### src/hdl/pbaarb_pkg.sv
package pbaarb_pkg;

  // Register map
  localparam logic [11:0] ARB_CTRL_OFF   = 12'h2D0;
  localparam int          EN_LSB         = 17;
  localparam int          PRI_LSB        = 8;
  localparam int          DLY_BIT        = 3;
  localparam int          PARK_MODE_BIT  = 2;
  localparam int          PARK_SEL_LSB   = 0;

  // Reset values
  localparam logic [2:0]  EN_RST_PCI     = 3'h0;
  localparam logic [2:0]  EN_RST_PB      = 3'h1;
  localparam logic [3:0]  PRI_RST        = 4'h0;
  localparam logic [1:0]  PARK_SEL_RST   = 2'h0;

  // Master numbering: 0 is the device's own master, 1..3 external
  localparam logic [1:0]  OWN_ID         = 2'h0;
  localparam int          NUM_MASTERS    = 4;

  // Counter load after transfer start; requests are sampled this many clocks plus one later
  localparam logic [1:0]  DLY_SHORT_CNT  = 2'h0;
  localparam logic [1:0]  DLY_LONG_CNT   = 2'h1;

  typedef struct packed {
    logic [2:0] en;
    logic [3:0] pri;
    logic       dly;
    logic       park_mode;
    logic [1:0] park_sel;
  } pbaarb_ctrl_t;

  typedef enum logic {
    ARB_OPEN,
    ARB_HOLD
  } pbaarb_state_t;

endpackage

### src/hdl/pbaarb_pick.sv
`timescale 1ns/1ps
module pbaarb_pick #(
  parameter int N = 4
) (
  // Requests and priority
  input  wire logic [N-1:0]         i_req,
  input  wire logic [N-1:0]         i_hi,
  input  wire logic [$clog2(N)-1:0] i_last,
  // Result
  output logic                      o_valid,
  output logic [$clog2(N)-1:0]      o_win
);

  localparam int W = $clog2(N);

  // Refused at elaboration: the rotating search wraps by bit width
  if (N != (1 << W) || N < 2) begin : g_bad_n
    $error("pbaarb_pick: N must be a power of two of at least 2");
  end

  logic [W-1:0] idx;
  logic         found_hi;
  logic         found_lo;
  logic [W-1:0] win_hi;
  logic [W-1:0] win_lo;

  // Search starts one past the last winner so equals take turns
  always_comb begin
    idx      = '0;
    found_hi = 1'b0;
    found_lo = 1'b0;
    win_hi   = '0;
    win_lo   = '0;
    for (int i = 1; i <= N; i++) begin
      idx = W'(i_last + W'(i));
      if (i_req[idx] && i_hi[idx] && !found_hi) begin
        found_hi = 1'b1;
        win_hi   = idx;
      end
      if (i_req[idx] && !found_lo) begin
        found_lo = 1'b1;
        win_lo   = idx;
      end
    end
    o_valid = found_lo;
    o_win   = found_hi ? win_hi : win_lo;
  end

endmodule

### src/hdl/pbaarb_top.sv
// Chosen here: the strobed register port.
`timescale 1ns/1ps
// Function
// - Requests of an external master count only while its enable bit is 1.
// - Each external master has a priority bit: 0 low, 1 high.
// - The own master also has a priority bit and competes with the others.
// - Requests are not sampled until the post-start delay expires; only those still present then can win.
// - Park mode 1 parks on the selected master, 0 on the last granted.
// - Park select 00 own, 01 master 1, 10 master 2, 11 master 3.
// - Reset enables: none on PCI boot, master 1 only on processor bus boot.
// - Reset clears priorities, delay, park mode and park select; all read/write.
module pbaarb_top (
  // Clock and reset
  input  wire logic        i_clk,
  input  wire logic        i_rst,
  // Register port
  input  wire logic [11:0] i_addr,
  input  wire logic [31:0] i_wdata,
  input  wire logic        i_wr,
  input  wire logic        i_rd,
  output logic      [31:0] o_rdata,
  // Boot strap, 1 selects PCI boot
  input  wire logic        i_boot_source_option,
  // Processor bus pins, active low
  input  wire logic        i_transfer_start_n,
  input  wire logic [2:0]  i_ext_bus_request_pin_n,
  output logic      [2:0]  o_ext_bus_grant_pin_n,
  // Own master
  input  wire logic        i_own_req,
  output logic             o_own_grant
);

  ////////////////////////////////////////////////////////////////////////////
  // Pin synchronisers; the first stage feeds only the second

  logic [2:0] req_meta_q;
  logic [2:0] req_sync_q;
  logic       ts_meta_q;
  logic       ts_sync_q;
  logic       boot_meta_q;
  logic       boot_sync_q;

  always_ff @(posedge i_clk) begin
    req_meta_q  <= ~i_ext_bus_request_pin_n;
    req_sync_q  <= req_meta_q;
    ts_meta_q   <= ~i_transfer_start_n;
    ts_sync_q   <= ts_meta_q;
    boot_meta_q <= i_boot_source_option;
    boot_sync_q <= boot_meta_q;
  end

  ////////////////////////////////////////////////////////////////////////////
  // Control register

  pbaarb_pkg::pbaarb_ctrl_t ctrl_q;
  logic                     hit;
  logic [31:0]              ctrl_word;

  assign hit = (i_addr == pbaarb_pkg::ARB_CTRL_OFF);

  always_comb begin
    ctrl_word = 32'h0000_0000;
    ctrl_word[pbaarb_pkg::EN_LSB +: 3]       = ctrl_q.en;
    ctrl_word[pbaarb_pkg::PRI_LSB +: 4]      = ctrl_q.pri;
    ctrl_word[pbaarb_pkg::DLY_BIT]           = ctrl_q.dly;
    ctrl_word[pbaarb_pkg::PARK_MODE_BIT]     = ctrl_q.park_mode;
    ctrl_word[pbaarb_pkg::PARK_SEL_LSB +: 2] = ctrl_q.park_sel;
  end

  // Strap is read through the synchroniser, so hold reset three clocks
  always_ff @(posedge i_clk) begin
    if (i_rst) begin
      ctrl_q.en        <= boot_sync_q ? pbaarb_pkg::EN_RST_PCI
                                      : pbaarb_pkg::EN_RST_PB;
      ctrl_q.pri       <= pbaarb_pkg::PRI_RST;
      ctrl_q.dly       <= 1'b0;
      ctrl_q.park_mode <= 1'b0;
      ctrl_q.park_sel  <= pbaarb_pkg::PARK_SEL_RST;
    end else if (i_wr && hit) begin
      ctrl_q.en        <= i_wdata[pbaarb_pkg::EN_LSB +: 3];
      ctrl_q.pri       <= i_wdata[pbaarb_pkg::PRI_LSB +: 4];
      ctrl_q.dly       <= i_wdata[pbaarb_pkg::DLY_BIT];
      ctrl_q.park_mode <= i_wdata[pbaarb_pkg::PARK_MODE_BIT];
      ctrl_q.park_sel  <= i_wdata[pbaarb_pkg::PARK_SEL_LSB +: 2];
    end
  end

  // Unmapped reads return zero
  always_ff @(posedge i_clk) begin
    if (i_rst) begin
      o_rdata <= 32'h0000_0000;
    end else if (i_rd) begin
      o_rdata <= hit ? ctrl_word : 32'h0000_0000;
    end else begin
      o_rdata <= 32'h0000_0000;
    end
  end

  ////////////////////////////////////////////////////////////////////////////
  // Arbitration

  pbaarb_pkg::pbaarb_state_t state_q;
  logic [1:0] cnt_q;
  logic [1:0] owner_q;
  logic [1:0] owner_d;
  logic [1:0] last_q;
  logic [3:0] req_vec;
  logic       arb_now;
  logic       pick_valid;
  logic [1:0] pick_win;
  logic [3:0] owner_oh;

  function automatic logic [3:0] onehot(input logic [1:0] id);
    onehot     = 4'h0;
    onehot[id] = 1'b1;
  endfunction

  assign req_vec = {req_sync_q & ctrl_q.en, i_own_req};

  // Held-over requests are never looked at while the wait runs
  always_comb begin
    case (state_q)
      pbaarb_pkg::ARB_OPEN: arb_now = !ts_sync_q;
      pbaarb_pkg::ARB_HOLD: arb_now = (cnt_q == 2'h0);
      default:              arb_now = 1'b0;
    endcase
  end

  pbaarb_pick #(
    .N       (pbaarb_pkg::NUM_MASTERS)
  ) u_pick (
    .i_req   (req_vec),
    .i_hi    (ctrl_q.pri),
    .i_last  (last_q),
    .o_valid (pick_valid),
    .o_win   (pick_win)
  );

  always_comb begin
    owner_d = owner_q;
    if (arb_now) begin
      if (pick_valid) begin
        owner_d = pick_win;
      end else if (ctrl_q.park_mode) begin
        owner_d = ctrl_q.park_sel;
      end else begin
        owner_d = last_q;
      end
    end
  end

  assign owner_oh = onehot(owner_d);

  always_ff @(posedge i_clk) begin
    if (i_rst) begin
      state_q <= pbaarb_pkg::ARB_OPEN;
      cnt_q   <= 2'h0;
    end else begin
      case (state_q)
        pbaarb_pkg::ARB_OPEN: begin
          if (ts_sync_q) begin
            state_q <= pbaarb_pkg::ARB_HOLD;
            cnt_q   <= ctrl_q.dly ? pbaarb_pkg::DLY_LONG_CNT
                                  : pbaarb_pkg::DLY_SHORT_CNT;
          end
        end
        pbaarb_pkg::ARB_HOLD: begin
          if (cnt_q == 2'h0) begin
            state_q <= pbaarb_pkg::ARB_OPEN;
          end else begin
            cnt_q <= cnt_q - 2'h1;
          end
        end
        default: state_q <= pbaarb_pkg::ARB_OPEN;
      endcase
    end
  end

  always_ff @(posedge i_clk) begin
    if (i_rst) begin
      owner_q <= pbaarb_pkg::OWN_ID;
      last_q  <= pbaarb_pkg::OWN_ID;
    end else begin
      owner_q <= owner_d;
      if (arb_now && pick_valid) begin
        last_q <= pick_win;
      end
    end
  end

  // Grant pins follow the owner; the bus always has exactly one owner
  always_ff @(posedge i_clk) begin
    if (i_rst) begin
      o_ext_bus_grant_pin_n <= 3'h7;
      o_own_grant           <= 1'b1;
    end else begin
      o_ext_bus_grant_pin_n <= ~owner_oh[3:1];
      o_own_grant           <= owner_oh[0];
    end
  end

  ////////////////////////////////////////////////////////////////////////////
  // Checks

  a_win_enabled: assert property (@(posedge i_clk) disable iff (i_rst)
    arb_now && pick_valid && pick_win != 2'h0 |-> ctrl_q.en[pick_win - 2'h1])
    else $error("grant to a disabled external master");

  a_high_first: assert property (@(posedge i_clk) disable iff (i_rst)
    arb_now && |(req_vec & ctrl_q.pri) |-> ctrl_q.pri[pick_win] && req_vec[pick_win])
    else $error("low priority master beat a high priority one");

  a_short_wait: assert property (@(posedge i_clk) disable iff (i_rst)
    state_q == pbaarb_pkg::ARB_OPEN && ts_sync_q && !ctrl_q.dly |=> arb_now)
    else $error("requests not sampled one clock after start");

  a_long_wait: assert property (@(posedge i_clk) disable iff (i_rst)
    state_q == pbaarb_pkg::ARB_OPEN && ts_sync_q && ctrl_q.dly
      |=> !arb_now && $stable(owner_q) ##1 arb_now)
    else $error("requests sampled early after start");

  a_park_fixed: assert property (@(posedge i_clk) disable iff (i_rst)
    arb_now && !pick_valid && ctrl_q.park_mode
      |=> owner_q == $past(ctrl_q.park_sel) && !o_own_grant == (owner_q != 2'h0))
    else $error("bus not parked on selected master");

  a_park_last: assert property (@(posedge i_clk) disable iff (i_rst)
    arb_now && !pick_valid && !ctrl_q.park_mode |=> owner_q == $past(last_q))
    else $error("bus not parked on last master");

  a_reset_vals: assert property (@(posedge i_clk)
    $past(i_rst) && !i_rst |-> ctrl_q.en == ($past(boot_sync_q) ? 3'h0 : 3'h1)
      && ctrl_q.pri == 4'h0 && !ctrl_q.dly && !ctrl_q.park_mode && ctrl_q.park_sel == 2'h0)
    else $error("control register reset values wrong");

  a_read_back: assert property (@(posedge i_clk) disable iff (i_rst)
    i_wr && hit ##1 i_rd && hit && !i_wr
      |=> o_rdata == ($past(i_wdata, 2) & 32'h000E_0F0F))
    else $error("control register read-back mismatch");

  a_one_grant: assert property (@(posedge i_clk) disable iff (i_rst)
    $onehot({~o_ext_bus_grant_pin_n, o_own_grant}))
    else $error("grant pins not one-hot");

  c_park_m3: cover property (@(posedge i_clk) disable iff (i_rst)
    arb_now && !pick_valid && ctrl_q.park_mode && ctrl_q.park_sel == 2'h3);
  c_high_win: cover property (@(posedge i_clk) disable iff (i_rst)
    arb_now && pick_valid && ctrl_q.pri[pick_win] && req_vec[0] && pick_win != 2'h0);
  c_long_wait: cover property (@(posedge i_clk) disable iff (i_rst)
    state_q == pbaarb_pkg::ARB_HOLD && cnt_q == 2'h1);

endmodule

### config.mk
export PLATFORM = sky130hd
export DESIGN_NAME = pbaarb_top
export DESIGN_NICKNAME = d
export VERILOG_FILES = /design/src/hdl/pbaarb_pkg.sv /design/src/hdl/pbaarb_pick.sv /design/src/hdl/pbaarb_top.sv
export SDC_FILE = /design/constraint.sdc
export NUM_CORES = 1
export LEC_CHECK = 0
export BUFFER_PORTS_ARGS = -buffer_cell sky130_fd_sc_hd__buf_2
export CAP_MARGIN = 20
export CORE_MARGIN = 2
export CORE_UTILIZATION = 42
export CTS_CLUSTER_DIAMETER = 50
export DETAILED_ROUTE_END_ITERATION = 12
export MAX_ROUTING_LAYER = met4
export PLACE_DENSITY = 0.77
export SYNTH_ARGS = -nofsm -noshare
export SYNTH_HDL_FRONTEND = slang
export SYNTH_HIERARCHICAL = 1
export SYNTH_SLANG_ARGS = --single-unit
### constraint.sdc
create_clock -name i_clk -period 2.6 [get_ports i_clk]
set_input_delay 0.39 -clock i_clk [delete_from_list [all_inputs] [get_ports i_clk]]
set_output_delay 0.39 -clock i_clk [all_outputs]
set_load 0.02 [all_outputs]
---- After elaboration in Yosys (flattened, before gate mapping) ----
Cells that the tools add are included.
word-level totals
  latch bits .............................. 0
  logic and storage cells ................. 113
  memories kept ........................... 0
  input port bits ......................... 54
  memory bits (read-only) ................. 0
  RAM bits ................................ 0
  output and inout bits ................... 36
  flip-flop bits (word level) ............. 64
operators by class
  bitwise operators ....................... 7
  multiply operators ...................... 0
  equality and inequality tests ........... 3
  add/subtract/negate cells ............... 4
  $lt $le $gt $ge ......................... 6
  div/mod/pow operators ................... 0
  reduce and logical (&&, ||, !) cells .... 25
  shifts and indexed selects .............. 0
  mux-type cells .......................... 49
operator list
  operator                                                                       count
  2-bit two-way mux                                                              14
  11-bit two-way mux                                                             2
  1-bit two-way mux                                                              21
  1-bit binary-select mux with 2-bit select                                      8
  2-bit by 3-bit less-than comparator with 1-bit output (second input constant)  5
  1-bit logical AND                                                              13
  12-bit by 10-bit equality test with 1-bit output (second input constant)       1
  1-bit zero test                                                                7
  3-bit inverter                                                                 2
  2-bit adder (second input constant)                                            2
  2-bit != test (second input constant)                                          2
  1-bit inverter                                                                 4
  1-bit one-hot mux with 2 select lines                                          2
  2-bit one-hot mux with 2 select lines                                          1
  3-bit AND                                                                      1
  3-bit OR reduction                                                             1
  2-bit by 1-bit adder with 2-bit output (second input constant)                 1
  1-bit demux with 2-bit select                                                  1
  2-bit by 1-bit >= comparator with 1-bit output (second input constant)         1
  2-bit zero test                                                                1
  2-bit AND reduction                                                            1
  2-bit nonzero test                                                             1
  2-bit OR reduction                                                             1
  2-bit by 1-bit subtractor with 2-bit output (second input constant)            1

---- Depth between registers and ports, before layout ----
Gate-level depths: netlist of run 1.
  word-level depth ........................ 22
  depth in mapped cells ................... 10
  gate-level depth less buffers ........... 9

---- Modules after synthesis ----
Netlist of run 1, hierarchy kept.
modules (own cells, without submodules)
  module       sequential area each (um^2)  cells an instance  area each (um^2)  times used
  pbaarb_top   890.9                        154                1672.9            1
  pbaarb_pick  0.0                          41                 274.0             1

---- Worst setup path before layout of run 1 ----
No wires, ideal clock.
  path kind ............................... reg-to-reg
  start point ............................. register ctrl_q[8] in the netlist's numbering
  end point ............................... register o_ext_bus_grant_pin_n[1]
  period minus slack after synthesis ...... 1.894 ns
  path buffers ............................ 0
  setup time .............................. 0.138 ns
  cell stages (with the launch flop) ...... 9
  path slack .............................. 0.706 ns
  required time ........................... 2.462 ns
  data arrival time ....................... 1.755 ns
  cell sequence ........................... edfxtp_1 -> and2_1 -> or3b_1 -> a21oi_1 -> o311ai_1 -> o211ai_1 -> mux2i_1 -> mux2i_1 -> o2111ai_1
on the way
  word-level cells in the longest chain between the ends .. 22
  elaborated cells on any way between the ends .. 50
  those cells by class .................... 2 x order compare; 29 x mux; 2 x bitwise; 17 x reduce/logical
RTL lines
  item                                                                                                                                           line                                  RTL
  start: declaration                                                                                                                             pbaarb_top.sv:55                      pbaarb_pkg::pbaarb_ctrl_t ctrl_q;
  3-bit AND *                                                                                                                                    pbaarb_top.sv:118                     assign req_vec = {req_sync_q & ctrl_q.en, i_own_req};
  via req_vec[1]                                                                                                                                 pbaarb_top.sv:107                     logic [3:0] req_vec;
  1-bit binary-select mux with 2-bit select                                                                                                      pbaarb_pick.sv:36, pbaarb_pick.sv:40
  1-bit two-way mux (implied by the code)                                                                                                        pbaarb_pick.sv:36, pbaarb_pick.sv:40
  1-bit logical AND                                                                                                                              pbaarb_pick.sv:36                     if (i_req[idx] && i_hi[idx] && !found_hi) begin
  1-bit two-way mux                                                                                                                              pbaarb_pick.sv:36
  1-bit zero test                                                                                                                                pbaarb_pick.sv:36
  1-bit logical AND                                                                                                                              pbaarb_pick.sv:36
  [... 8 more ...]                                                                                                                               n/a
  via pick_win[1]                                                                                                                                pbaarb_top.sv:110                     logic [1:0] pick_win;
  2-bit two-way mux *                                                                                                                            pbaarb_top.sv:142                     if (pick_valid) begin
  2-bit two-way mux *                                                                                                                            pbaarb_top.sv:141                     if (arb_now) begin
  2-bit by 3-bit less-than comparator with 1-bit output (implied by the code) or 2-bit by 1-bit >= comparator with 1-bit output (tied branches)  pbaarb_top.sv:115                     onehot[id] = 1'b1;
  1-bit logical AND (implied by the code)                                                                                                        pbaarb_top.sv:115
  1-bit two-way mux (implied by the code)                                                                                                        pbaarb_top.sv:115
  1-bit demux with 2-bit select *                                                                                                                pbaarb_top.sv:115
  3-bit inverter *                                                                                                                               pbaarb_top.sv:197                     o_ext_bus_grant_pin_n <= ~owner_oh[3:1];
  end signal: assignment                                                                                                                         pbaarb_top.sv:197
  end: declaration                                                                                                                               pbaarb_top.sv:27                      output logic [2:0] o_ext_bus_grant_pin_n,
Mark *: on every way through the listed nets, which the timed path passes. The rest lies on a longest branch. The select of a mux whose other input is x is not followed.
A chain may end at the register's enable or synchronous reset.

---- Worst setup path in the final report of run 1 ----
Same ends and word-level chain as after synthesis.

==> impl_metrics.csv, run 1 <==
group,metric,value,unit
synthesis,yosys-top-cells-count,"40 x dfxtp_1, 24 x buf_4, 16 x nor2_1",
power,power_density,572,nW/µm²
detailed_routing,drt_pass1_iterations,4,
clock_tree,cts.sinks,43,
worst_setup_path,cp.required,2770,ps
clock_tree,clk_pin_slew_worst_paths,70,ps
floorplan,io_pins,90,
sta,fin_skew,4.12,ps
sta,rsz0062_at_grt,"no",
hold_path,hp-class,"in -> reg",
placement,hpwlAfterDp,2.62,mm
sta,tightest_slew,569,ps
sta,setup_violations,0,
sta,drv_slew,0,
layout,fin_nets,297,
synthesis,yosysMostFrequentCell,"dfxtp_1",
floorplan,start_util,44.1,%
layout,regArea,891,µm²
worst_setup_path,critPathCaptureType,"register",
synthesis,synthArstFlopShare,0,%
detailed_routing,wl,3.43,mm
floorplan,die_h,72.1,µm
global_routing,antenna_found_initial,0,
power,power.static_leakage,1.05,nW
synthesis,ys_ff_latch,43,
global_routing,gr-total-overflow,0,
status,status,"completed",
floorplan,die_width,72.1,µm
power,combPwrFrac,12.3,%
synthesis,synth_top_family_by_area,"simple AND/OR/NAND/NOR gates",
layout,multiInputGateArea,886,µm²
sta,fmax,457,MHz
clock_tree,worstSkewPairLatency,290,ps
global_routing,grt_usage,14.2,%
synthesis,synth-compound-area-share,9.45,%
power,power,0.00126,W
power,seqPwrFrac,56.2,%
power,p_clk_share,31.5,%
sta,hold_viol_final,0,
power,peakVddDrop,0.216,mV
detailed_routing,vias,1426,
synthesis,synth-simple-area-share,24.0,%
global_routing,grt_pass1_wl,5.44,mm
power,internal_power,0.000940,W
synthesis,synth_fa_ha_area_share,0.643,%
synthesis,synth.distinct_cells,48,
synthesis,synthXorXnorAreaFrac,0,%
synthesis,synth_area,1950,µm²
sta,fin_crit,2190,ps
clock_tree,cts_tree,"done",
layout,antenna_cells,0,
global_routing,grt_max_degree,20,
synthesis,ys.flop_type,"dfxtp_1",
synthesis,synth_top_area_cell,"dfxtp_1",
sta,holdWs,196,ps
floorplan,die_area,5200,µm²
sta,fin_crit_sh,84.1,%
flow_run,cap_violations,0,
placement,dp.cells,287,
placement,place_congestion,0.794,
detailed_routing,initialDrtViolationCount,82,
synthesis,synth.area.top_cells,"dfxtp_1 41%, buf_4 9.3%, mux2i_1 6.2%",
clock_tree,postCtsSetupBuffers,0,
detailed_routing,avgViaCountPerCell,4.83,
layout,fillers,431,
power,p_sw_share,25.3,%
worst_setup_path,path_max_fanout,8,
detailed_routing,wl_per_cell,11.6,µm
clock_tree,cts_hold_buf,0,
detailed_routing,drtAntennaViolNets,0,
synthesis,synth.top_cell.area_share,41.1,%
clock_tree,cts_buffer_depth,2,
detailed_routing,post-route-drc-count,0,
global_routing,grt_pass1_vias,1281,
floorplan,rows,24,
worst_setup_path,critical_path_class,"reg -> reg",
clock_tree,cts_repair_resize_count,0,
layout,area_growth,13.0,%
placement,port_buffers,47,
worst_setup_path,r2r_slack,410,ps
synthesis,ys_warn_count,6,
sta,relSlewSlack,61.9,%
clock_tree,clockRootBuffer,"clkbuf_8",
worst_setup_path,start_kind,"register",
power,power_switching,0.000318,W
synthesis,syn_area_per_cell,9.98,µm²
sta,setup_tns,0,ps
layout,drive_gt1_share,27.2,%
layout,fin_cells,295,
synthesis,synth_enable_flop_cells,3,
worst_setup_path,cp.arrival,2350,ps
clock_tree,h-tree-depth,2,
floorplan,core-area,4410,µm²
clock_tree,cts_made_buffers,5,
synthesis,synth.mux.area_fraction,7.33,%
synthesis,ys_seq_area_share,45.8,%
synthesis,syn_inst,195,
==> registers in the layout, summed over array words and instances, names as in the netlist <==
name / cells
ts_sync_q: 1
req_meta_q: 3
o_rdata: 11
boot_meta_q: 1
ctrl_q: 11
cnt_q: 2
req_sync_q: 3
owner_q: 2
boot_sync_q: 1
o_own_grant: 1
ts_meta_q: 1
o_ext_bus_grant_pin_n: 3
last_q: 2
state_q: 1
==> kinds of logic (layout without fill, tap and decap cells) <==
kind of cell             count (synthesis)  after routing
flip-flops                              43             43
AND/OR/NAND/NOR                         73             73
multiplexers                            14             14
buffers and inverters                   37             65
adder cells (fa/ha/maj)                  1              1
other                                    1             21
AO/OA/AOI/OAI                           26             26
==> critical path: stages, from the launching register on <==
cell and delay (ps):
edfxtp_1 370, and2_1 240, or3b_1 380, a21oi_1 180, o311ai_1 130, o211ai_1 240
mux2i_1 150, mux2i_1 240, o2111ai_1 140
==> path summary, 6_finish.rpt <==
kind	from	endpoint	cells past startpoint
setup / recovery	ctrl_q[8]	o_ext_bus_grant_pin_n[1]	8
hold / removal	i_boot_source_option	boot_meta_q	1
setup reg to reg	ctrl_q[8]	o_ext_bus_grant_pin_n[1]	8
hold reg to reg	ts_meta_q	ts_sync_q	0
==> area by class of cell <==
type,count,share of cell area [%]
Inverter,9,1.54
Tap cell,52,2.96
Clock inverter,1,0.228
Timing Repair Buffer,48,11.0
Clock buffer,7,3.47
Sequential cell,43,40.5
Multi-Input combinational cell,135,40.3
==> cells in the final DEF, fill, tap and decap left out, types with 2 or more instances in the layout <==
cell type   n
nand3_1     3
a31oi_1     2
o221ai_1    2
o211ai_1    2
mux2_2      2
nor2b_1     2
dfxtp_1    40
nand4_1     2
a21oi_1     6
nor3b_2     3
nand2b_1    4
o21ai_1     2
mux2i_1    12
nand3b_1    2
nand2_1    12
conb_1     21
nor3b_1     2
clkbuf_1    2
nor4b_4     2
and2_1     15
edfxtp_1    3
o2111ai_1   2
buf_2      47
nor2_1     16
inv_1       9
clkbuf_8    5
==> metal layers <==
layer  routed length (µm)  up-vias  GRT usage (%)
li1                     -      718              -
met1                 1430      655           14.8
met2                 1720       46           24.4
met3                  214        7           4.03
met4                   64        0           6.92
met5                    0        -              -
==> power groups by stage <==
stage | clock, W | sequential [W] | combinational (W)
2_1_floorplan | 0 | 0.000721 | 0.000135
3_3_place_gp | 0 | 0.000721 | 0.000153
3_5_place_dp | 0 | 0.000722 | 0.000155
4_1_cts | 0.000413 | 0.000706 | 0.000156
5_1_grt | 0.000436 | 0.000711 | 0.000170
6_report | 0.000396 | 0.000707 | 0.000155
==> metrics by stage <==
step / worst slack [ps] / utilization (%) / area, µm²
floorplan: 706 / - / 2020
global placement: 441 / 48.0 / 2120
detailed placement: 448 / 48.0 / 2120
CTS: 425 / 49.8 / 2200
global route: 291 / 49.8 / 2200
finish: 413 / 49.8 / 2200
No activity file was read; power rests on OpenSTA's default activity.
==> run 2: changes to the inputs <==
Settings changed: PLACE_DENSITY 0.77 to 0.8.
Clock period 2.6 ns to 1.9 ns, I/O delays scaled along.
==> run 2 against run 1 <==
Worst setup slack worse by 620 ps. Largest power group unchanged. Power increased by 53%. Flip-flop and latch count stayed put. First-iteration DRC count increased by 35%. Final cell count is 3.4% higher. Non-clock buffer count is 10 higher. Critical path depth rose by 1. The run now ends with setup timing left. Clock power is 73% higher. Sequential power up 36%.
==> impl_metrics.csv, run 2 (synthesis results as in run 1) <==
group,metric,value,unit
status,status,"finished, violations left",
status,violations,"setup timing",
worst_setup_path,reg2reg_to,"owner_q[1]",
clock_tree,cts_buffer_depth,2,
clock_tree,clk_pin_slew_worst_paths,80,ps
placement,hpwlAfterDp,2.80,mm
layout,fin_cells,305,
worst_setup_path,critPathCaptureType,"register",
global_routing,gr-total-overflow,0,
global_routing,grt_pass1_vias,1391,
clock_tree,worstSkewPairLatency,300,ps
global_routing,grt_max_degree,20,
layout,fillers,392,
layout,final_cell_mix,"47 x buf_2, 40 x dfxtp_1, 21 x conb_1",
floorplan,die_area,5200,µm²
worst_setup_path,path_max_fanout,2,
worst_setup_path,start_kind,"register",
floorplan,rows,24,
sta,fin_skew,8.34,ps
global_routing,grt_pass1_wl,6.20,mm
layout,antenna_cells,0,
detailed_routing,drt_pass1_iterations,4,
detailed_routing,initialDrtViolationCount,111,
clock_tree,cts_made_buffers,5,
global_routing,antenna_found_initial,0,
floorplan,start_util,44.1,%
hold_path,hp-class,"in -> reg",
floorplan,core-area,4410,µm²
global_routing,grt_usage,16.0,%
sta,setup_tns,-1020,ps
placement,dp.cells,296,
floorplan,die_h,72.1,µm
layout,final_cell_area,2380,µm²
layout,largestRegisters,"ctrl_q: 11 flops, o_rdata: 11 flops",
clock_tree,cts.sinks,43,
worst_setup_path,r2r_slack,-210,ps
sta,setup_slack,-206,ps
sta,fin_crit,2110,ps
placement,place_congestion,0.885,
flow_run,cap_violations,0,
layout,area_growth,22.3,%
power,power.static_leakage,1.13,nW
power,power_density,808,nW/µm²
sta,drv_slew,0,
detailed_routing,post-route-drc-count,0,
clock_tree,cts_hold_buf,0,
detailed_routing,wl,3.94,mm
floorplan,die_width,72.1,µm
detailed_routing,wl_per_cell,12.9,µm
layout,fin_nets,307,
hold_path,min_path_cells,1,
detailed_routing,vias,1466,
worst_setup_path,reg2reg_depth,9,
hold_path,hold_start,"i_boot_source_option",
layout,drive_gt1_share,35.2,%
sta,fmax,475,MHz
placement,pre_cts_slack,-190,ps
worst_setup_path,cp.arrival,2350,ps
detailed_routing,drtAntennaViolNets,0,
floorplan,io_pins,90,
detailed_routing,avgViaCountPerCell,4.81,
layout,final_common_cell,"buf_2",
placement,port_buffers,47,
placement,placed_cell_area,2190,µm²
worst_setup_path,r2r-start,"ctrl_q[8]",
clock_tree,h-tree-depth,2,
sta,rsz0062_at_grt,"yes",
sta,setup_violations,6,
worst_setup_path,critical_path_class,"reg -> reg",
clock_tree,clockRootBuffer,"clkbuf_8",
hold_path,min_to,"boot_meta_q",
sta,hold_viol_final,0,
worst_setup_path,cp.required,2140,ps
power,peakVddDrop,0.313,mV
power,power,0.00192,W
clock_tree,cts_tree,"done",
sta,fin_crit_sh,111,%
run 2: timing repair:
| item | CTS | global route |
|---|---|---|
| setup endpoints to repair | 6 | 6 |
| gates resized for setup | 3 | 13 |
| cloned | 0 | 0 |
| endpoints found under the hold margin | 0 | 0 |
| pin swaps | 8 | 5 |
| setup buffers | 0 | 1 |
run 2: critical path, cell delays in order, from the launching register on:
cell and delay (ps):
edfxtp_1 390, and2_4 160, or3b_4 390, a21oi_4 160, o311ai_2 90, o211ai_1 240
mux2i_1 140, buf_4 150, mux2_4 270, nor2_2 70
run 2: how the worst max path moves through the flow:
stage | endpoint | from
finish | owner_q[1] | ctrl_q[8]
global route | o_ext_bus_grant_pin_n[1] | ctrl_q[8]
CTS | o_ext_bus_grant_pin_n[1] | ctrl_q[8]
detailed placement | o_ext_bus_grant_pin_n[1] | ctrl_q[8]
global placement | o_ext_bus_grant_pin_n[1] | ctrl_q[8]
floorplan | o_ext_bus_grant_pin_n[1] | ctrl_q[8]
run 2: final cells by class:
cell class	count	area, µm²	share of cell area, %
tap	52	65.1	2.73
multi-input combinational	135	962	40.4
clock inverter	3	38.8	1.63
inverter	9	33.8	1.42
timing repair buffer	58	322	13.5
sequential	43	891	37.4
clock buffer	5	68.8	2.89
run 2: stage by stage:
stage | util [%] | hold WS [ps]
2_1_floorplan | - | 310
3_3_place_gp | 49.5 | 310
3_5_place_dp | 49.5 | 314
4_1_cts | 52.4 | 82.0
5_1_grt | 53.9 | 80.9
6_report | 53.9 | 87.4
run 2: routing by layer:
metal  vias up  wire length (µm)  GRT usage [%]
met3         5               196           4.58
met2        47              2040           25.6
met5         -                 0              -
li1        737                 -              -
met4         0                53           7.76
met1       677              1640           18.4
run 2: where the power goes:
group          switching (W)  leakage (nW)  internal (W)
sequential         0.0000170         0.357      0.000944
clock               0.000302        0.0556      0.000385
combinational       0.000158         0.722      0.000117
==> run 3: changes to the inputs <==
--- a/config.mk
+++ b/config.mk
@@ -14,3 +14,3 @@
 export MAX_ROUTING_LAYER = met4
-export PLACE_DENSITY = 0.8
+export PLACE_DENSITY = 0.77
 export SYNTH_ARGS = -nofsm -noshare
==> constraint.sdc (replaced) <==
create_clock -name i_clk -period 2.1 [get_ports i_clk]
set_input_delay 0.63 -clock i_clk [delete_from_list [all_inputs] [get_ports i_clk]]
set_output_delay 0.63 -clock i_clk [all_outputs]
set_load 0.02 [all_outputs]
==> run 3 against run 2 <==
Die area did not move. Sequential power fell by 9.4%. Final cell count fell by 0.66%. Critical path depth fell by 1. Combinational power fell by 19%. Power fell by 17%. The run now ends clean. Non-clock buffer count fell by 2. Flip-flop and latch count did not move. Register-to-register slack improved by 210 ps.
==> impl_metrics.csv, run 3 (synthesis results as in run 1) <==
group,metric,value,unit
floorplan,die_area,5200,µm²
worst_setup_path,path_cells,"and2_4 > or3b_1 > a21oi_2 > o311ai_1 > o211ai_1 > mux2i_1 > mux2i_1 > o2111ai_1",
placement,port_buffers,47,
worst_setup_path,cp_num_buf_inv,0,
layout,final_common_cell,"buf_2",
detailed_routing,initialDrtViolationCount,123,
detailed_routing,post-route-drc-count,0,
worst_setup_path,reg2reg_depth,8,
detailed_routing,drt_pass1_iterations,4,
detailed_routing,vias,1453,
clock_tree,cts.sinks,43,
worst_setup_path,critPathCaptureType,"register",
hold_path,hp-class,"reg -> reg",
layout,final_cell_mix,"47 x buf_2, 40 x dfxtp_1, 21 x conb_1",
worst_setup_path,crit_cells,8,
global_routing,grt_pass1_wl,5.58,mm
sta,fmax,477,MHz
floorplan,core-area,4410,µm²
floorplan,start_util,44.1,%
clock_tree,cts_made_buffers,5,
power,power.static_leakage,1.10,nW
clock_tree,cts_buffer_depth,2,
layout,drive_gt1_share,33.1,%
detailed_routing,avgViaCountPerCell,4.80,
sta,hold_viol_final,0,
clock_tree,clockRootBuffer,"clkbuf_8",
layout,fillers,398,
status,status,"completed",
sta,holdWs,332,ps
detailed_routing,wl_per_cell,11.6,µm
sta,rsz0062_at_grt,"yes",
sta,fin_skew,6.77,ps
layout,final_cell_area,2310,µm²
clock_tree,cts_tree,"done",
detailed_routing,drtAntennaViolNets,0,
layout,largestRegisters,"ctrl_q: 11 flops, o_rdata: 11 flops",
worst_setup_path,path_max_fanout,3,
flow_run,cap_violations,0,
worst_setup_path,cp.arrival,2250,ps
clock_tree,worstSkewPairLatency,290,ps
global_routing,grt_max_degree,15,
layout,area_growth,18.6,%
hold_path,min_path_cells,0,
placement,hpwlAfterDp,2.66,mm
layout,regArea,891,µm²
global_routing,gr-total-overflow,0,
sta,setup_violations,0,
floorplan,rows,24,
layout,antenna_cells,0,
placement,place_congestion,0.851,
worst_setup_path,cp.required,2260,ps
worst_setup_path,critPathMostFrequentCell,"mux2i_1",
worst_setup_path,critPathMaxStageDelay,390,ps
floorplan,die_h,72.1,µm
sta,fin_crit,2090,ps
worst_setup_path,start_kind,"register",
global_routing,grt_usage,14.1,%
floorplan,die_width,72.1,µm
worst_setup_path,critical_path_class,"reg -> reg",
detailed_routing,wl,3.52,mm
placement,placed_cell_area,2180,µm²
global_routing,grt_pass1_vias,1303,
sta,drv_slew,0,
layout,multiInputGateArea,915,µm²
worst_setup_path,cpLargestDelayFamily,"compound AO/OA/AOI/OAI gates",
clock_tree,clk_pin_slew_worst_paths,80,ps
power,peakVddDrop,0.287,mV
global_routing,antenna_found_initial,0,
clock_tree,h-tree-depth,2,
sta,fin_crit_sh,99.7,%
power,power_density,690,nW/µm²
worst_setup_path,crit_slowest_cell,"edfxtp_1",
layout,fin_nets,305,
floorplan,io_pins,90,
-- run 3: per-stage QoR --
step	total power, W	utilization [%]	setup TNS, ps	cells	setup slack [ps]
floorplan	0.00106	-	0	215	147
global placement	0.00110	49.5	-570	294	-171
detailed placement	0.00110	49.5	-717	294	-202
CTS	0.00161	51.8	0	303	13.4
global route	0.00168	52.3	-180	303	-91.9
finish	0.00159	52.3	0	303	5.58
-- run 3: area by class of cell --
class                   count  area share [%]
multi-input cells         135            39.6
flip-flops and latches     43            38.6
repair buffers             56            13.7
clock buffers               5            2.98
well taps                  52            2.82
inverters                   9            1.46
clock inverters             3           0.867
-- run 3: path summary, 6_finish.rpt --
check        startpoint                       end  slack, ps
min           ts_meta_q                 ts_sync_q        330
max           ctrl_q[8]  o_ext_bus_grant_pin_n[1]          6
min reg2reg   ts_meta_q                 ts_sync_q        330
max reg2reg   ctrl_q[8]  o_ext_bus_grant_pin_n[1]          6
-- run 3: power by group --
part	switching, W	internal (W)	total, W
Combinational	0.000128	0.0000940	0.000222
Sequential	0.0000172	0.000854	0.000871
Clock	0.000269	0.000231	0.000500
-- run 3: per-layer routing --
layer	vias to the layer above	global-route usage, %	wire length (µm)
li1	736	-	-
met1	667	16.4	1510
met2	46	22.7	1760
met3	4	4.72	201
met4	0	5.24	41
met5	-	-	0
-- run 3: what timing repair did --
| action | CTS | global route |
|---|---|---|
| endpoints found under the setup margin | 1 | 5 |
| hold buffers | 0 | 0 |
| hold endpoints to repair | 0 | 0 |
| resized for setup | 2 | 5 |
| cloned | 0 | 0 |
| setup buffers | 1 | 0 |
| pin swaps | 3 | 2 |
